===== src/stmo_regs.vh =====
// Constants for the serial time message output block.
`ifndef STMO_REGS_VH
`define STMO_REGS_VH
// Clock and serial timing.
`define STMO_CLK_HZ        125000000
`define STMO_BAUD          115200
`define STMO_BIT_CYC       (`STMO_CLK_HZ / `STMO_BAUD)
`define STMO_SEC_CYC       `STMO_CLK_HZ
// Sized timer end points; they must follow the clock and baud above.
`define STMO_BIT_HALF      16'h021E
`define STMO_BIT_LAST      16'h043C
`define STMO_BIT_PRE       16'h043B
`define STMO_SEC_LAST      27'h773593F
// Character codes.
`define STMO_CH_C_UP       8'h43
`define STMO_CH_C_LO       8'h63
`define STMO_CH_R_UP       8'h52
`define STMO_CH_R_LO       8'h72
`define STMO_CH_SPACE      8'h20
`define STMO_CH_X          8'h58
`define STMO_CH_F          8'h46
// Parity selections.
`define STMO_PAR_NONE      2'h0
`define STMO_PAR_ODD       2'h1
`define STMO_PAR_EVEN      2'h2
// Holdover quality selections.
`define STMO_HQ_X          2'h0
`define STMO_HQ_SPACE      2'h1
`define STMO_HQ_F          2'h2
// Message layout.
`define STMO_FIELD_LEN     6'h20
`define STMO_FIFO_DEPTH    32
`endif


===== src/stmo_fifo.v =====
// Character FIFO and the top of the serial time message output block.
`timescale 1ns/1ps
`default_nettype none
`include "stmo_regs.vh"

// ---------------------------------------------------------------------------
// Synchronous FIFO with valid/ready on both sides.
// ---------------------------------------------------------------------------
module stmo_fifo #(
  parameter WIDTH = 8,
  parameter DEPTH = 32,
  parameter AW    = 5
) (
  // Clock and reset.
  input  wire             clk,
  input  wire             sys_rst,
  // Fill side.
  input  wire             in_valid,
  output wire             in_ready,
  input  wire [WIDTH-1:0] in_data,
  // Drain side.
  output wire             out_valid,
  input  wire             out_ready,
  output wire [WIDTH-1:0] out_data
);
  reg [WIDTH-1:0] mem [0:DEPTH-1]; // Storage words.
  reg [AW:0]      wp_q;            // Write pointer with wrap bit.
  reg [AW:0]      rp_q;            // Read pointer with wrap bit.
  wire            full;
  wire            empty;

  // Full when pointers differ only in the wrap bit.
  assign full      = (wp_q[AW] != rp_q[AW]) && (wp_q[AW-1:0] == rp_q[AW-1:0]);
  assign empty     = (wp_q == rp_q);
  assign in_ready  = !full;
  assign out_valid = !empty;
  assign out_data  = mem[rp_q[AW-1:0]];

  // Pointer and storage update.
  always @(posedge clk)
  begin
    if (sys_rst)
    begin
      wp_q <= {(AW+1){1'b0}};
      rp_q <= {(AW+1){1'b0}};
    end
    else
    begin
      if (in_valid && !full)
      begin
        mem[wp_q[AW-1:0]] <= in_data;
        wp_q <= wp_q + 1'b1;
      end
      if (out_ready && !empty)
        rp_q <= rp_q + 1'b1;
    end
  end
endmodule // stmo_fifo

// ---------------------------------------------------------------------------
// Serial time message output.
// Overview of operation
// RULE1 - Autostart sends message every second unprompted.
// RULE2 - C or c starts per-second messages.
// RULE3 - R or r halts messages until restarted; the code keeps sending each second while auto_start is set.
// RULE4 - Parity odd, none or even frames characters.
// RULE5 - Each message ends with one quality character.
// RULE6 - Space when time valid, X when invalid.
// RULE7 - Holdover appends chosen X, space or F.
// RULE8 - Holdover means clock runs on own oscillator.
// RULE9 - Setting changes apply at next message boundary.
// ---------------------------------------------------------------------------
module stmo_top (
  // Clock and reset.
  input  wire        clk,
  input  wire        sys_rst,
  // Settings.
  input  wire        auto_start,
  input  wire [1:0]  parity_sel,
  input  wire [1:0]  holdover_sel,
  // Clock state.
  input  wire        time_valid,
  input  wire        holdover,
  // Time field characters, one per index, presented by the time source.
  output reg  [5:0]  field_idx_q,
  input  wire [7:0]  field_char,
  // Serial pins.
  input  wire        rx_pin,
  output reg         tx_pin_q,
  // Status.
  output wire        sending
);
  // Receiver sync and framing.
  reg        rx_s1_q;             // First synchroniser stage.
  reg        rx_s2_q;             // Second synchroniser stage.
  reg [15:0] rx_cnt_q;            // Bit timer.
  reg [3:0]  rx_bit_q;            // Bit position.
  reg [7:0]  rx_sh_q;             // Shift register.
  reg        rx_busy_q;           // Receiving a character.
  reg        run_q;               // Messages enabled by command.
  // Per-second pacing and message builder.
  reg [26:0] sec_q;               // Second counter.
  reg        bld_q;               // Building a message.
  reg [1:0]  par_lat_q;           // Parity latched at message start.
  reg [1:0]  hq_lat_q;            // Holdover choice latched.
  wire       push_v;
  wire       push_rdy;
  wire [7:0] push_d;
  wire       last_field;
  // Transmitter.
  wire       pop_v;
  wire [7:0] pop_d;
  reg        pop_r;
  reg [10:0] tx_sh_q;             // Outgoing frame bits.
  reg [3:0]  tx_left_q;           // Bits left in frame.
  reg [15:0] tx_cnt_q;            // Bit timer.
  reg [1:0]  tx_par_q;            // Parity used for current message.

  // Quality character from clock state and holdover choice.
  function [7:0] qual_char;
    input       valid;
    input       hold;
    input [1:0] sel;
    begin
      if (hold) // RULE7 RULE8
        qual_char = (sel == `STMO_HQ_SPACE) ? `STMO_CH_SPACE :
                    (sel == `STMO_HQ_F) ? `STMO_CH_F : `STMO_CH_X;
      else
        qual_char = valid ? `STMO_CH_SPACE : `STMO_CH_X; // RULE6
    end
  endfunction

  // ---------------------------------------------------------------------
  // Command receiver.
  // ---------------------------------------------------------------------
  // Commands are read as 8N1; any parity bit lands in the stop slot harmlessly.
  always @(posedge clk)
  begin
    if (sys_rst)
    begin
      rx_s1_q   <= 1'b1;
      rx_s2_q   <= 1'b1;
      rx_cnt_q  <= 16'h0000;
      rx_bit_q  <= 4'h0;
      rx_sh_q   <= 8'h00;
      rx_busy_q <= 1'b0;
      run_q     <= 1'b0;
    end
    else
    begin
      rx_s1_q <= rx_pin;
      rx_s2_q <= rx_s1_q;
      if (!rx_busy_q)
      begin
        // Start bit: wait half a bit to sample mid-cell.
        if (!rx_s2_q)
        begin
          rx_busy_q <= 1'b1;
          rx_cnt_q  <= `STMO_BIT_HALF;
          rx_bit_q  <= 4'h0;
        end
      end
      else if (rx_cnt_q != 16'h0000)
        rx_cnt_q <= rx_cnt_q - 16'h0001;
      else
      begin
        rx_cnt_q <= `STMO_BIT_LAST;
        rx_bit_q <= rx_bit_q + 4'h1;
        if (rx_bit_q == 4'h0 && rx_s2_q)
          rx_busy_q <= 1'b0; // False start.
        else if (rx_bit_q >= 4'h1 && rx_bit_q <= 4'h8)
          rx_sh_q <= {rx_s2_q, rx_sh_q[7:1]};
        else if (rx_bit_q == 4'h9)
        begin
          rx_busy_q <= 1'b0;
          if (rx_sh_q == `STMO_CH_C_UP || rx_sh_q == `STMO_CH_C_LO)
            run_q <= 1'b1; // RULE2
          else if (rx_sh_q == `STMO_CH_R_UP || rx_sh_q == `STMO_CH_R_LO)
            run_q <= 1'b0; // RULE3
        end
      end
    end
  end

  // ---------------------------------------------------------------------
  // Message builder, paced once per second.
  // ---------------------------------------------------------------------
  assign last_field = (field_idx_q == `STMO_FIELD_LEN);
  assign push_v     = bld_q;
  // Fields first, then exactly one quality character.
  assign push_d     = last_field ? qual_char(time_valid, holdover, hq_lat_q)
                                 : field_char; // RULE5
  assign sending    = bld_q || pop_v || (tx_left_q != 4'h0);

  // Second tick starts a message if enabled; a busy builder skips the tick.
  always @(posedge clk)
  begin
    if (sys_rst)
    begin
      sec_q       <= 27'h0000000;
      bld_q       <= 1'b0;
      field_idx_q <= 6'h00;
      par_lat_q   <= `STMO_PAR_NONE;
      hq_lat_q    <= `STMO_HQ_X;
    end
    else
    begin
      if (sec_q == `STMO_SEC_LAST)
        sec_q <= 27'h0000000;
      else
        sec_q <= sec_q + 27'h0000001;
      if (!bld_q)
      begin
        // Start mode is sampled at the tick itself, a message boundary.
        if (sec_q == 27'h0000000 && (auto_start || run_q)) // RULE1 RULE9
        begin
          bld_q       <= 1'b1;
          field_idx_q <= 6'h00;
          par_lat_q   <= parity_sel;   // RULE9
          hq_lat_q    <= holdover_sel; // RULE9
        end
      end
      else if (push_rdy)
      begin
        if (last_field)
          bld_q <= 1'b0;
        else
          field_idx_q <= field_idx_q + 6'h01;
      end
    end
  end

  stmo_fifo #(
    .WIDTH (8),
    .DEPTH (`STMO_FIFO_DEPTH),
    .AW    (5)
  ) u_fifo (
    .clk       (clk),
    .sys_rst   (sys_rst),
    .in_valid  (push_v),
    .in_ready  (push_rdy),
    .in_data   (push_d),
    .out_valid (pop_v),
    .out_ready (pop_r),
    .out_data  (pop_d)
  );

  // ---------------------------------------------------------------------
  // Transmitter.
  // ---------------------------------------------------------------------
  // Take a character only when the line is idle.
  always @*
  begin
    pop_r = pop_v && (tx_left_q == 4'h0);
  end

  // Frame: start, 8 data LSB first, optional parity, stop.
  always @(posedge clk)
  begin
    if (sys_rst)
    begin
      tx_pin_q  <= 1'b1;
      tx_sh_q   <= 11'h7FF;
      tx_left_q <= 4'h0;
      tx_cnt_q  <= 16'h0000;
      tx_par_q  <= `STMO_PAR_NONE;
    end
    else if (tx_left_q == 4'h0)
    begin
      tx_pin_q <= 1'b1;
      // Reload only while nothing waits, so a message never mixes parity.
      if (!pop_v)
        tx_par_q <= par_lat_q; // RULE9
      if (pop_v)
      begin
        tx_cnt_q <= `STMO_BIT_LAST;
        if (tx_par_q == `STMO_PAR_NONE) // RULE4
        begin
          tx_sh_q   <= {2'h3, pop_d, 1'b0};
          tx_left_q <= 4'hA;
        end
        else
        begin
          tx_sh_q   <= {1'b1, (^pop_d) ^ (tx_par_q == `STMO_PAR_ODD),
                        pop_d, 1'b0}; // RULE4
          tx_left_q <= 4'hB;
        end
      end
    end
    else if (tx_cnt_q == `STMO_BIT_LAST)
    begin
      tx_pin_q <= tx_sh_q[0];
      tx_sh_q  <= {1'b1, tx_sh_q[10:1]};
      tx_cnt_q <= 16'h0000;
    end
    else if (tx_cnt_q == `STMO_BIT_PRE)
    begin
      tx_cnt_q  <= tx_cnt_q + 16'h0001;
      tx_left_q <= tx_left_q - 4'h1;
    end
    else
      tx_cnt_q <= tx_cnt_q + 16'h0001;
  end
endmodule // stmo_top
`default_nettype wire


===== config.mk =====
export PLATFORM = sky130hd
export DESIGN_NAME = stmo_top
export DESIGN_NICKNAME = d
export VERILOG_FILES = /design/src/stmo_fifo.v
export VERILOG_INCLUDE_DIRS = /design/src
export SDC_FILE = /design/constraint.sdc
export NUM_CORES = 1
export LEC_CHECK = 0
export ABC_AREA = 0
export BUFFER_PORTS_ARGS = -buffer_cell sky130_fd_sc_hd__buf_4
export CORE_MARGIN = 4
export CORE_UTILIZATION = 57
export DETAILED_ROUTE_END_ITERATION = 8
export PLACE_DENSITY_LB_ADDON = 0.25
export REMOVE_ABC_BUFFERS = 1
export SLEW_MARGIN = 20
export SYNTH_ARGS = -nofsm -noshare
export SYNTH_HDL_FRONTEND = slang
export SYNTH_SLANG_ARGS = --single-unit

===== constraint.sdc =====
create_clock -name clk -period 2.4 [get_ports clk]
set_clock_uncertainty 0.2 [all_clocks]
set_input_delay 0.48 -clock clk [delete_from_list [all_inputs] [get_ports clk]]
set_output_delay 0.48 -clock clk [all_outputs]
set_load 0.05 [all_outputs]

==> flow_summary.ini <==
[synth]
syn_avg_cell_area_um2 = 13.5
synth_edf_count = 256
synth_seq_cells = 376
synth.top_cell.area_share_pct = 48.3
synth.area.top_cells = edfxtp_1 (48%), dfxtp_1 (15%), mux4_2 (7.5%), nor2_1 (4.0%), xor2_1 (1.8%)
synth_top_area_cell = edfxtp_1
synth_ff_type = edfxtp_1
async_reset_ff_share_pct = 0
ys_warn_count = 0
yosysUniqueCellTypes = 67
netlist_area_mm2 = 0.0159
syn_inst = 1180
seq_area_frac_synth_pct = 63.4

[finish]
drive_gt1_share_pct = 30.8
final_cell_mix = edfxtp_1 (256), nor2_1 (129), buf_4 (126)
seqCellArea_mm2 = 0.0101
synthToLayoutAreaGrowth_pct = 23.3
final_cell_area_mm2 = 0.0196
fillers = 1715
final_common_cell = edfxtp_1
antennaDiodeCount = 0
fin_nets = 1373
finalNonFillerCells = 1737
multiInputGateArea_mm2 = 0.00619

[route]
drt-total-wl_mm = 38.5
first_iter_violations = 1114
drt_first_pass_iters = 5
via_per_inst = 6.14
drc = 0
vias = 10673
wl_per_cell_um = 22.1
ant_nets = 0

[global_routing]
grt_overflow = 0
grt_pass1_wl_mm = 58.8
grt_pass1_vias = 10504
grt_usage_pct = 24.3
antenna_found_initial = 0
grt_max_degree = 37

[setup_path]
cp.arrival_ps = 3030
critPathBufInv = 4
path_class = flip-flop to flip-flop
cp.required_ps = 2650
path_common_cell = buf_4
cpPeakStageDelay_ps = 380
critical_path.top_delay_family = compound AO/OA/AOI/OAI gates
worstPathMaxFanout = 6
cp_cell_sequence = buf_12, buf_8, buf_4, nand3b_1, o22ai_2, buf_4, or2_4, o211ai_1, a211oi_2, o21ai_1, a21oi_2, nor2_1
slowest_stage = dfxtp_4
startpoint_type = flip-flop
critPathCaptureType = flip-flop

[place]
gp_congestion = 0.894
pre_cts_slack_ps = -393
dp_cells = 1638
io_buffers = 25
dpl.hpwl_mm = 23.7
placed_cell_area_mm2 = 0.0172

[pwr]
leakage_nw = 6.65
combPwrFrac_pct = 21.3
power_density_mw_per_mm2 = 851
clkPwrFrac_pct = 35.1
p_seq_share_pct = 43.6
power_switching_mw = 4.44
internal-power_mw = 12.2
ir_drop_v = 0.000740
sw_frac_of_total_pct = 26.6

[sta]
fin_crit_sh_pct = 116
slew_viol_final = 0
worst_slack_ps = -382
tightestPinTransition_ps = 626
finalSetupViolations = 10
whs_ps = 206
fmax_ghz = 0.359
hold_violations = 0
maxSlewHeadroom_pct = 58.1
period_needed_ps = 2780
rsz0062_at_grt = true

[cts]
cts_tree = built
clkTransAtPathRegs_ps = 60
worstSkewPairLatency_ps = 530
cts_sinks = 376
htree_levels = 2
cts_root_buffer = clkbuf_16
ctsLongestPathBuffers = 3
numCtsBuffers = 40

[die]
ios = 26
die_height_um = 175
core-area_mm2 = 0.0272
start_util_pct = 58.5
die_w_um = 175
rows = 60
die_area_mm2 = 0.0306

[status]
outcome = complete, but fails checks
violations = setup timing

[flow_run]
cap_violations = 0

[min_path]
hold_path.class = flip-flop to flip-flop
path summary, 6_finish.rpt:
| check | start | end | slack, ps | depth (start not counted) |
|---|---|---|---|---|
| setup / recovery | flip-flop | tx_sh_q[9] | -380 | 12 |
| hold / removal | rx_s1_q | rx_s2_q | 210 | 1 |
| setup reg to reg | flip-flop | tx_sh_q[9] | -380 | 12 |
| hold reg to reg | rx_s1_q | rx_s2_q | 210 | 1 |
Yosys cell counts, types with 5 or more instances:
cell type and number:
nor2b_1 7, a22oi_1 8, dfxtp_1 120, a311oi_1 13, and3_1 21, o22ai_1 8, buf_2 5, nand4_1 13
clkbuf_1 30, and2_1 9, a211oi_2 6, inv_1 26, a31oi_1 9, or3_1 6, nand3b_1 7, o211ai_1 7
nor3_1 15, nand2_1 72, a21oi_1 41, nand3_1 33, xor2_1 32, a21o_1 6, a211o_1 9, a211oi_1 8
mux2i_1 22, nor4_1 12, ha_1 19, mux4_2 53, or2_2 8, buf_6 6, o21ai_0 23, xnor2_1 18
nor2_1 168, o221ai_1 5, mux4_1 7, edfxtp_1 256, nor4b_1 5
final cells by class:
type | count | area share, %
multi-input combinational | 727 | 31.6
clock inverter | 17 | 0.861
clock buffer | 54 | 5.42
timing repair buffer | 165 | 7.74
sequential | 376 | 51.5
tap | 372 | 2.37
inverter | 26 | 0.497
power by group through the flow:
stage | Sequential (mW) | Combinational, mW | Clock [mW]
after CTS | 7.25 | 3.24 | 5.92
after floorplan | 7.48 | 1.64 | 0
after global routing | 7.29 | 3.81 | 6.23
final | 7.27 | 3.56 | 5.86
after global placement | 7.37 | 2.77 | 0
after detailed placement | 7.37 | 2.84 | 0
layer usage:
| layer | up-vias | part of all wire [%] | track usage, % |
|---|---|---|---|
| met4 | 0 | 2.6 | 6.58 |
| met1 | 5261 | 40 | 34.0 |
| li1 | 4790 | - | - |
| met3 | 96 | 8.1 | 4.09 |
| met2 | 526 | 49 | 40.1 |
| met5 | - | 0 | 0 |
stage by stage:
step	power (mW)	TNS (ps)	util [%]
2_1_floorplan	9.12	-40450	-
3_3_place_gp	10.1	-32220	63.5
3_5_place_dp	10.2	-46050	63.5
4_1_cts	16.4	-1070	70.1
5_1_grt	17.3	-2180	72.2
6_report	16.7	-1350	72.2
what timing repair did:
item | CTS | global route
setup buffers | 12 | 15
resized for setup | 99 | 120
setup endpoints to repair | 268 | 238
cloned | 2 | 0
hold buffers | 5 | 0
pin swaps | 35 | 51
endpoints found under the hold margin | 5 | 0
kinds of logic after synthesis:
group,Yosys count,share of synthesized area (%)
mux,84,10.2
simple gates,396,11.7
buf+inv,77,2.49
flops,376,63.4
compound gates,178,7.91
xor+xnor,50,2.75
fa+ha+maj,19,1.49
sequential cells by signal, summed over array words and instances, names as in the netlist, 2 cells and up, named ones only:
register     count
field_idx_q      6
hq_lat_q         2
par_lat_q        2
rx_bit_q         4
rx_cnt_q        16
rx_sh_q          8
sec_q           27
tx_cnt_q        16
tx_left_q        4
tx_par_q         2
tx_sh_q         10
u_fifo.mem     256
u_fifo.rp_q      6
u_fifo.wp_q      6
(Power assumes the default switching activity.)
